**src/rtl/cac_pkg.sv**
```systemverilog
// package: register layout and source codes for the counter array control block
package cac_pkg;
  // counter_control bit positions
  localparam int CTL_FLAG_LSB   = 0;
  localparam int CTL_FLAG_MSB   = 2;
  localparam int CTL_RUN_BIT    = 6;
  localparam int CTL_OVF_BIT    = 7;
  // counter_mode bit positions
  localparam int MODE_OVFIE_BIT = 0;
  localparam int MODE_SRC_LSB   = 1;
  localparam int MODE_SRC_MSB   = 3;
  localparam int MODE_IDLE_BIT  = 7;
  localparam logic [7:0] CTL_RESET  = 8'h00;
  localparam logic [7:0] MODE_RESET = 8'h00;
  localparam int NUM_MODULES = 3;
  localparam int CNT_WIDTH   = 16;
  localparam logic [3:0] DIV12_LAST = 4'hB;
  localparam logic [1:0] DIV4_LAST  = 2'h3;
  localparam logic [2:0] DIV8_LAST  = 3'h7;
  typedef enum logic [2:0] {
    SRC_DIV12  = 3'h0,
    SRC_DIV4   = 3'h1,
    SRC_T0OVF  = 3'h2,
    SRC_EXTIN  = 3'h3,
    SRC_SYSCLK = 3'h4,
    SRC_EXTDIV = 3'h5
  } cac_src_type;
endpackage

```
**src/rtl/cac_core.sv**
```systemverilog
// counter array control: run bit, match flags, overflow flag, count source, shared counter
//
// Summary of operation
// - counter holds while run bit is 0, advances per selected event when 1
// - control register bits 5..3 read zero; writes to them do nothing
// - hardware sets module n match flag on compare match or capture of module n
// - enabled set match flag raises the shared interrupt request
// - match flags never self-clear; only a software write clears them
// - overflow sets overflow flag, raising interrupt if enabled; software clears it
`timescale 1ns/100ps
module cac_core #(
  parameter int NMOD = cac_pkg::NUM_MODULES,
  parameter int CW   = cac_pkg::CNT_WIDTH
) (
  // clock and reset
  input  wire logic            core_clk,
  input  wire logic            rst_n,
  // special function register access
  input  wire logic            ctl_wr,
  input  wire logic            mode_wr,
  input  wire logic [7:0]      wr_data,
  output logic      [7:0]      counter_control,
  output logic      [7:0]      counter_mode,
  // module events and interrupt enables
  input  wire logic [NMOD-1:0] module_event,
  input  wire logic [NMOD-1:0] module_irq_enable,
  output logic                 counter_array_irq,
  // count sources
  input  wire logic            timer0_overflow,
  input  wire logic            external_count_input,
  input  wire logic            external_clock,
  // shared counter
  output logic      [CW-1:0]   counter_value,
  output logic                 count_tick
);
  logic [NMOD-1:0] flags_r, flags_nxt;
  logic            run_r, run_nxt, ovf_r, ovf_nxt;
  logic            idle_r, idle_nxt, ovfie_r, ovfie_nxt;
  logic [2:0]      src_r, src_nxt;
  logic [CW-1:0]   cnt_r, cnt_nxt;
  logic            tick_r, tick_nxt, irq_r, irq_nxt;
  logic [3:0]      div12_r, div12_nxt;
  logic [1:0]      div4_r, div4_nxt;
  logic [2:0]      div8_r, div8_nxt;
  // pin synchronisers; third stage only feeds edge detection
  logic [2:0]      eci_sync_r, ecl_sync_r;
  logic            event_now;

  always_ff @(posedge core_clk or negedge rst_n) begin
    if (!rst_n) begin
      eci_sync_r <= 3'h7;
      ecl_sync_r <= 3'h0;
    end else begin
      eci_sync_r <= {eci_sync_r[1:0], external_count_input};
      ecl_sync_r <= {ecl_sync_r[1:0], external_clock};
    end
  end

  always_comb begin
    div12_nxt = (div12_r == cac_pkg::DIV12_LAST) ? 4'h0 : div12_r + 4'h1;
    div4_nxt  = div4_r + 2'h1;
    div8_nxt  = div8_r;
    if (ecl_sync_r[1] && !ecl_sync_r[2]) begin
      div8_nxt = div8_r + 3'h1;
    end
    case (cac_pkg::cac_src_type'(src_r))
      cac_pkg::SRC_DIV12:  event_now = (div12_r == cac_pkg::DIV12_LAST);
      cac_pkg::SRC_DIV4:   event_now = (div4_r == cac_pkg::DIV4_LAST);
      cac_pkg::SRC_T0OVF:  event_now = timer0_overflow;
      cac_pkg::SRC_EXTIN:  event_now = eci_sync_r[2] && !eci_sync_r[1];
      cac_pkg::SRC_SYSCLK: event_now = 1'b1;
      cac_pkg::SRC_EXTDIV: event_now = (div8_r == cac_pkg::DIV8_LAST)
                                       && ecl_sync_r[1] && !ecl_sync_r[2];
      default:             event_now = 1'b0; // reserved codes never count
    endcase
    tick_nxt = run_r && event_now;
    cnt_nxt  = tick_nxt ? cnt_r + {{(CW-1){1'b0}}, 1'b1} : cnt_r;
    // software write first, hardware set after so a coincident event wins
    run_nxt   = ctl_wr ? wr_data[cac_pkg::CTL_RUN_BIT] : run_r;
    flags_nxt = ctl_wr ? wr_data[cac_pkg::CTL_FLAG_MSB:cac_pkg::CTL_FLAG_LSB] : flags_r;
    flags_nxt = flags_nxt | module_event;
    ovf_nxt   = ctl_wr ? wr_data[cac_pkg::CTL_OVF_BIT] : ovf_r;
    if (tick_nxt && (cnt_r == {CW{1'b1}})) begin
      ovf_nxt = 1'b1;
    end
    idle_nxt  = mode_wr ? wr_data[cac_pkg::MODE_IDLE_BIT] : idle_r;
    src_nxt   = mode_wr ? wr_data[cac_pkg::MODE_SRC_MSB:cac_pkg::MODE_SRC_LSB] : src_r;
    ovfie_nxt = mode_wr ? wr_data[cac_pkg::MODE_OVFIE_BIT] : ovfie_r;
    irq_nxt   = |(flags_nxt & module_irq_enable) || (ovf_nxt && ovfie_nxt);
  end

  always_ff @(posedge core_clk or negedge rst_n) begin
    if (!rst_n) begin
      flags_r <= '0;
      run_r   <= 1'b0;
      ovf_r   <= 1'b0;
      idle_r  <= 1'b0;
      src_r   <= 3'h0;
      ovfie_r <= 1'b0;
      cnt_r   <= '0;
      tick_r  <= 1'b0;
      irq_r   <= 1'b0;
      div12_r <= 4'h0;
      div4_r  <= 2'h0;
      div8_r  <= 3'h0;
    end else begin
      flags_r <= flags_nxt;
      run_r   <= run_nxt;
      ovf_r   <= ovf_nxt;
      idle_r  <= idle_nxt;
      src_r   <= src_nxt;
      ovfie_r <= ovfie_nxt;
      cnt_r   <= cnt_nxt;
      tick_r  <= tick_nxt;
      irq_r   <= irq_nxt;
      div12_r <= div12_nxt;
      div4_r  <= div4_nxt;
      div8_r  <= div8_nxt;
    end
  end

  // reserved bits are constant zero in both registers
  assign counter_control   = {ovf_r, run_r, 3'h0, flags_r};
  assign counter_mode      = {idle_r, 3'h0, src_r, ovfie_r};
  assign counter_array_irq = irq_r;
  assign counter_value     = cnt_r;
  assign count_tick        = tick_r;
endmodule

```
**config.mk**
```make
export PLATFORM = sky130hd
export DESIGN_NAME = cac_core
export DESIGN_NICKNAME = d
export VERILOG_FILES = /design/src/rtl/cac_pkg.sv /design/src/rtl/cac_core.sv
export SDC_FILE = /design/constraint.sdc
export NUM_CORES = 1
export LEC_CHECK = 0
export BUFFER_PORTS_ARGS = -buffer_cell sky130_fd_sc_hd__clkbuf_2
export CORE_UTILIZATION = 44
export CTS_CLUSTER_DIAMETER = 30
export DETAILED_ROUTE_END_ITERATION = 16
export PLACE_DENSITY_LB_ADDON = 0.25
export SYNTH_ARGS = -nofsm -noshare
export SYNTH_HDL_FRONTEND = slang
export SYNTH_SLANG_ARGS = --single-unit
```
**constraint.sdc**
```tcl
create_clock -name core_clk -period 1.8 [get_ports core_clk]
set_input_delay 0.54 -clock core_clk [delete_from_list [all_inputs] [get_ports core_clk]]
set_output_delay 0.54 -clock core_clk [all_outputs]
set_load 0.02 [all_outputs]
```
==> implementation parameters, run 1 <==
Parameter                              Value

Status
  Status    finished clean

Clock tree
  TritonCTS clock tree    built
  Root buf cell    sky130_fd_sc_hd__clkbuf_8
  Clock latency reported for the late side of the worst-skew pair    roughly 0.30 ns
  Number of clock sinks    43
  H-tree Lvls    2
  Clock tree buffer depth    2
  Number of buffers added to fix hold violations after cts    0
  Clock buffer count from CTS    5
  Clock Pin Slew Worst Setup and Hold Paths    around 0.080 ns

Logic synthesis
  Area of the mapped netlist    approximately 0.0020 mm2
  Count of cell types in the netlist    38
  Average footprint of a synthesized cell    between 10 and 15 um2
  Number of enable-type register cells in the synthesized netlist    0
  Leading post-synthesis cells by cell area    sky130_fd_sc_hd__dfrtp_1 (51%), sky130_fd_sc_hd__xor2_1 (7.1%), sky130_fd_sc_hd__mux2_2 (5.1%)
  Leading area contributor after synthesis    sky130_fd_sc_hd__dfrtp_1
  Yosys top cell area share    ~50%
  Post-Syn Instances    roughly 160
  Dominant synthesized flop cell    sky130_fd_sc_hd__dfrtp_1
  Share of synthesized area occupied by flip-flops and latches    54.6%
  Synthesized flop and latch total    43
  Share of async-settable or async-resettable flops after synthesis    between 90% and 100%
  Synth warnings    0

Power
  Static leakage    1.22 nW
  Cell Int Power    0.00169 W
  Total power of the final layout    0.00244 W
  Relative contribution of sequential cells to total power    roughly 50%
  Cell area power density    between 900 and 1000 mW/mm2
  Fraction of power spent switching nets    30.7%
  Maximum vdd ir drop    about 0.00060 V
  Switching component of the power    0.000749 W
  Share of power burned in combinational logic    approximately a quarter
  Clk pwr share    between 20% and 30%

Detailed routing
  DR DRC count    0
  Initial detailed-routing violation count    34
  Routed WL per cell    approximately 14 um
  Vias per cell    approximately 5.2
  Vias post-DR    around 1400
  Routed Antenna Nets    0
  First-pass detailed-route iteration total    4
  Final wirelength    around 3.7 mm

Timing
  Actual transition at the worst max-transition pin    between 0.5 and 0.6 ns
  Clock period minus worst slack    between 1.5 and 2 ns
  Worst hold slack after final layout    roughly 0.22 ns
  Max Clock Skew    0.00460 ns
  Setup violators final    0
  Final hold violation count    0
  Count of final max-slew check failures    0
  Final worst-path cycle share    98.9%
  Setup repair after global routing missed its margin    true
  Timing-limited maximum frequency    between 500 and 600 MHz
  Relative max-transition margin    between 60% and 70%

Setup path
  Crit-path max cell delay    around 0.38 ns
  Class of the most critical setup path    reg -> reg
  Critical Path Fanout Max    7
  Arrival time of the worst setup path    2.00 ns
  Endpoint required time on the critical path    2.02 ns
  Cell with the most instances on the worst path    sky130_fd_sc_hd__buf_4
  Category of the worst setup path capture point    flop
  Critical-path cell with the highest stage delay    sky130_fd_sc_hd__dfrtp_1
  Category of the worst setup path launch point    flop
  Critical-path cell list    ha_1, and4bb_1, o22ai_2, buf_4, buf_4, nor4_1, xor2_1

Floorplan
  Core region area    0.00432 mm2
  Number of top-level pins    55
  Horizontal die dimension    between 60 and 70 um
  Total die area    roughly 0.0048 mm2
  Effective utilization at floorplan    between 40% and 50%
  # rows    24
  Vert. Die Dim    69.1 um

Global route
  Overflow after GRT    0
  Global-route total usage across every layer    between 10% and 20%
  Met2 layer usage reported by global route    just under 30%
  Vias in the first global route    around 1400
  Largest net degree at the start of global routing    23
  Wire length of the first global-routing pass    around 6.6 mm
  GR peak layer    met2
  Met3 capacity usage during global routing    about 4.5%
  GR met1 Demand/Resource    between 20% and 30%
  Number of antenna violations at the first check in global routing    0

Min path
  Class of the tightest hold or removal check    in -> async

Run
  Maximum capacitance violations    0

Cells and area
  Commonest non-fill, non-tap cell in the layout    sky130_fd_sc_hd__clkbuf_2
  Synthesis-to-layout area growth    23.3%
  Number of nets in the layout    approximately 240
  # diodes    0
  Fraction of final layout cells with drive strength greater than 1    ~40%
  Fill cell instance count of the final layout    between 300 and 400
  Highest-count cells in the layout ignoring fill and taps    sky130_fd_sc_hd__clkbuf_2 (46), sky130_fd_sc_hd__dfrtp_1 (40), sky130_fd_sc_hd__xor2_1 (16)
  Flip-flop and latch area    0.00108 mm2
  Final Core Density    56.5%
  Area of combinational cells with multiple inputs    ~840 um2

Place
  Post-detail-place hpwl    approximately 2.9 mm
  GP Congestion    between 0.8 and 0.9
  Count of port buffers added during placement    46
final timing paths:
check                                     start               end  slack (ns)  depth (start not counted)
hold / removal                            rst_n         div4_r[0]        0.22                          1
hold reg to reg                   ecl_sync_r[0]     ecl_sync_r[1]        0.35                          0
setup reg to reg                     div12_r[0]  counter_value[9]        0.02                          7
min in group core_clk      external_count_input     eci_sync_r[0]        0.32                          1
max in group asynchronous                 rst_n            idle_r        1.06                          2
setup / recovery                     div12_r[0]  counter_value[9]        0.02                          7
cells by family after synthesis:
group                      after synthesis  synth area share, %
and+or+nand+nor                         54                 18.1
AOI/OAI and AO/OA                       12                 5.06
DFF                                     43                 54.6
adders and majority gates                5                 3.16
buffers and inverters                   16                 5.69
muxes                                   10                 5.69
other                                    1                0.189
xor gates and xnor gates                17                 7.52
power by group through the flow:
| stage | registers [W] | clock network, W | logic [W] |
|---|---|---|---|
| after global placement | 0.00121 | 0 | 0.000519 |
| after floorplan | 0.00128 | 0 | 0.000278 |
| after CTS | 0.00121 | 0.000682 | 0.000550 |
| after detailed placement | 0.00122 | 0 | 0.000542 |
| after global routing | 0.00123 | 0.000724 | 0.000639 |
| final | 0.00120 | 0.000659 | 0.000577 |
synthesized netlist by cell type (2+ instances only):
library cell / n
sky130_fd_sc_hd__buf_6: 2
sky130_fd_sc_hd__inv_1: 4
sky130_fd_sc_hd__ha_1: 5
sky130_fd_sc_hd__dfstp_2: 3
sky130_fd_sc_hd__and4_1: 2
sky130_fd_sc_hd__mux2_2: 9
sky130_fd_sc_hd__nor4_4: 2
sky130_fd_sc_hd__nor3b_2: 2
sky130_fd_sc_hd__o31ai_1: 3
sky130_fd_sc_hd__nand2_1: 11
sky130_fd_sc_hd__dfrtp_1: 40
sky130_fd_sc_hd__nor4_1: 3
sky130_fd_sc_hd__xor2_1: 16
sky130_fd_sc_hd__nor2b_1: 4
sky130_fd_sc_hd__and2_1: 3
sky130_fd_sc_hd__nand3_1: 6
sky130_fd_sc_hd__buf_4: 10
sky130_fd_sc_hd__nor3_1: 6
sky130_fd_sc_hd__nand4_1: 2
sky130_fd_sc_hd__or3_1: 3
sky130_fd_sc_hd__nor2_1: 2
sky130_fd_sc_hd__nor4_2: 2
sky130_fd_sc_hd__and3_1: 3
layer usage:
layer  part of all wire, %  wire, um
met1                    43      1570
met2                    50      1840
met4                   1.1        41
met3                   6.2       228
met5                     0         0
stage by stage:
step                setup slack [ns]  instance area [um2]  std cells  TNS (ns)
global route                 -0.0665                 2440        269    -0.452
detailed placement           0.00228                 2280        259         0
CTS                          0.00747                 2390        267         0
floorplan                     0.0793                 2000        163         0
global placement              0.0473                 2280        259         0
finish                        0.0191                 2440        269         0
layout make-up:
cell class / count / area share (%)
clock buffers: 8 / 4.10
repair buffers: 58 / 13.8
flip-flops and latches: 43 / 44.2
inverters: 4 / 0.615
multi-input cells: 104 / 34.6
well taps: 52 / 2.67
sequential cells by signal, summed over array words and instances, names as in the netlist:
register	flops
counter_array_irq	1
count_tick	1
run_r	1
flags_r	3
div4_r	2
ecl_sync_r	3
div8_r	3
idle_r	1
eci_sync_r	3
div12_r	4
ovfie_r	1
src_r	3
counter_value	16
ovf_r	1
critical path, delay by kind of cell (launching register included):
kind	cells	cell delay, ns
simple gates	2	0.55
xor+xnor	1	0.17
buf+inv	2	0.35
compound gates	1	0.06
flops	1	0.38
fa+ha+maj	1	0.19
timing repair:
item	in CTS	in global routing
setup endpoints to repair	3	14
endpoints found under the hold margin	0	0
cloned	0	0
gates resized for setup	1	6
pin swaps	0	1
setup buffers	0	2
No activity file was read; power rests on OpenSTA's default activity.
==> run 2, diff against run 1 <==
- CELL_PAD_IN_SITES_DETAIL_PLACEMENT: not set -> 1
- CELL_PAD_IN_SITES_GLOBAL_PLACEMENT: not set -> 1
- CORE_UTILIZATION: 44 -> 36
- REMOVE_ABC_BUFFERS: not set -> 1
==> run 2 against run 1 <==
Hold slack lost 0.036 ns. First-iteration DRC count shrank 2.9%. Register-to-register slack gained 0.02 ns. Sequential share of layout area shrank 1.9 points. Die area grew 22%. Clock skew is essentially flat. Global-route usage shrank 1.2 points. Clock-buffer cell count is the same. Cell count grew 7.8%. Power grew 4.7%. Combinational power grew 16%. Via count grew 3.3%. Critical endpoint is now counter_value[5].
==> implementation parameters, run 2 (same netlist as run 1, synthesis figures left out) <==
Parameter                              Value

Setup path
  Category of the worst setup path capture point    flop
  Endpoint required time on the critical path    approximately 2 ns
  Critical Path Fanout Max    5
  Number of cells on the worst reg-to-reg path    8
  Class of the most critical setup path    reg -> reg
  Arrival time of the worst setup path    between 1.5 and 2 ns
  Category of the worst setup path launch point    flop

Clock tree
  Clock tree buffer depth    2
  Clock latency reported for the late side of the worst-skew pair    about 0.29 ns
  Number of clock sinks    43
  Root buf cell    sky130_fd_sc_hd__clkbuf_8
  Number of buffers added to fix hold violations after cts    0
  H-tree Lvls    2
  TritonCTS clock tree    built
  Clock Pin Slew Worst Setup and Hold Paths    around 0.080 ns
  Clock buffer count from CTS    5

Cells and area
  Commonest non-fill, non-tap cell in the layout    sky130_fd_sc_hd__clkbuf_2
  Synthesis-to-layout area growth    28.8%
  Max FFs per register    16
  # diodes    0
  Number of nets in the layout    245
  Final instance area    roughly 0.0025 mm2
  Fraction of final layout cells with drive strength greater than 1    ~45%
  Highest-count cells in the layout ignoring fill and taps    sky130_fd_sc_hd__clkbuf_2 (46), sky130_fd_sc_hd__dfrtp_1 (40), sky130_fd_sc_hd__xor2_1 (16)
  Final Core Density    between 40 and 50%

Detailed routing
  Vias per cell    4.94
  Initial detailed-routing violation count    33
  Vias post-DR    ~1400
  DR DRC count    0
  Final wirelength    4.55 mm
  Routed WL per cell    approximately 16 um
  Routed Antenna Nets    0
  First-pass detailed-route iteration total    4

Global route
  Vias in the first global route    between 1500 and 2000
  Global-route total usage across every layer    between 10% and 20%
  Number of antenna violations at the first check in global routing    0
  Overflow after GRT    0
  Largest net degree at the start of global routing    28
  Wire length of the first global-routing pass    ~7.6 mm

Power
  Cell area power density    between 1000 and 1500 mW/mm2
  Maximum vdd ir drop    about 0.00065 V
  Total power of the final layout    0.00255 W
  Static leakage    approximately 1.2 nW

Min path
  Class of the tightest hold or removal check    in -> async

Timing
  Timing-limited maximum frequency    roughly 570 MHz
  Clock period minus worst slack    about 1.8 ns
  Setup violators final    0
  Final hold violation count    0
  Total negative slack for setup checks    0 ns
  Setup repair after global routing missed its margin    true
  Final worst-path cycle share    between 90 and 100%
  Max Clock Skew    roughly 0.0042 ns
  Count of final max-slew check failures    0

Floorplan
  Effective utilization at floorplan    between 30% and 40%
  # rows    26
  Total die area    between 0.005 and 0.006 mm2
  Core region area    0.00520 mm2
  Vert. Die Dim    approximately 76 um
  Number of top-level pins    55
  Horizontal die dimension    between 70 and 80 um

Run
  Maximum capacitance violations    0

Place
  Placed standard-cell area    roughly 0.0023 mm2
  GP Congestion    between 0.8 and 0.9
  Count of port buffers added during placement    46
  Post-detail-place hpwl    3.31 mm

Status
  Status    finished clean
-- run 2: worst paths after layout --
path                                            from  slack (ns)           endpoint
worst min-delay path                           rst_n        0.19         flags_r[0]
worst max register to register             div8_r[0]        0.04   counter_value[5]
worst min register to register         ecl_sync_r[0]        0.36      ecl_sync_r[1]
max in group asynchronous                      rst_n        1.11  counter_value[10]
min in group core_clk           external_count_input        0.33      eci_sync_r[0]
worst max-delay path                       div8_r[0]        0.04   counter_value[5]
-- run 2: repair_timing --
item                       4_1_cts  5_1_grt
gates resized for setup          3       17
setup endpoints to repair       12       17
gates cloned                     1        0
pin swaps                        3       10
setup buffers                    0        5
-- run 2: metrics by stage --
| step | setup slack (ns) | hold WS (ns) | instances |
|---|---|---|---|
| 2_1_floorplan | -0.296 | 0.244 | 151 |
| 3_3_place_gp | -0.00694 | 0.338 | 277 |
| 3_5_place_dp | -0.0533 | 0.342 | 277 |
| 4_1_cts | -0.00578 | 0.194 | 286 |
| 5_1_grt | -0.0544 | 0.208 | 290 |
| 6_report | 0.0358 | 0.188 | 290 |
-- run 2: area by class of cell --
cell class | instances | area (um2)
Fill cell | 571 | 2660
Timing Repair Buffer | 61 | 364
Inverter | 4 | 15.0
Sequential cell | 43 | 1080
Tap cell | 70 | 87.6
Multi-Input combinational cell | 104 | 902
Clock buffer | 8 | 100
-- run 2: worst max-delay path, cell delays in order (launching register included) --
cell                       delay (ns)
sky130_fd_sc_hd__dfrtp_1         0.39
sky130_fd_sc_hd__ha_2            0.20
sky130_fd_sc_hd__ha_4            0.15
sky130_fd_sc_hd__and3b_1         0.18
sky130_fd_sc_hd__o221ai_2        0.20
sky130_fd_sc_hd__buf_6           0.18
sky130_fd_sc_hd__buf_6           0.14
sky130_fd_sc_hd__nor3_2          0.06
sky130_fd_sc_hd__xor2_1          0.14
-- run 2: report_power, final --
part / leakage (nW) / internal [W] / total, W / switching, W
combinational: 0.670 / 0.000306 / 0.000671 / 0.000365
sequential: 0.523 / 0.00109 / 0.00122 / 0.000130
clock: 0.0515 / 0.000350 / 0.000663 / 0.000313
-- run 2: per-layer routing --
metal	part of all wire [%]	global-route usage [%]	vias up	wire length (um)
met3	4.5	4.43	12	206
met1	43	20.1	712	1970
met5	0	0	-	0
met4	2.1	6.73	0	96
li1	-	-	661	-
met2	50	27.8	49	2280
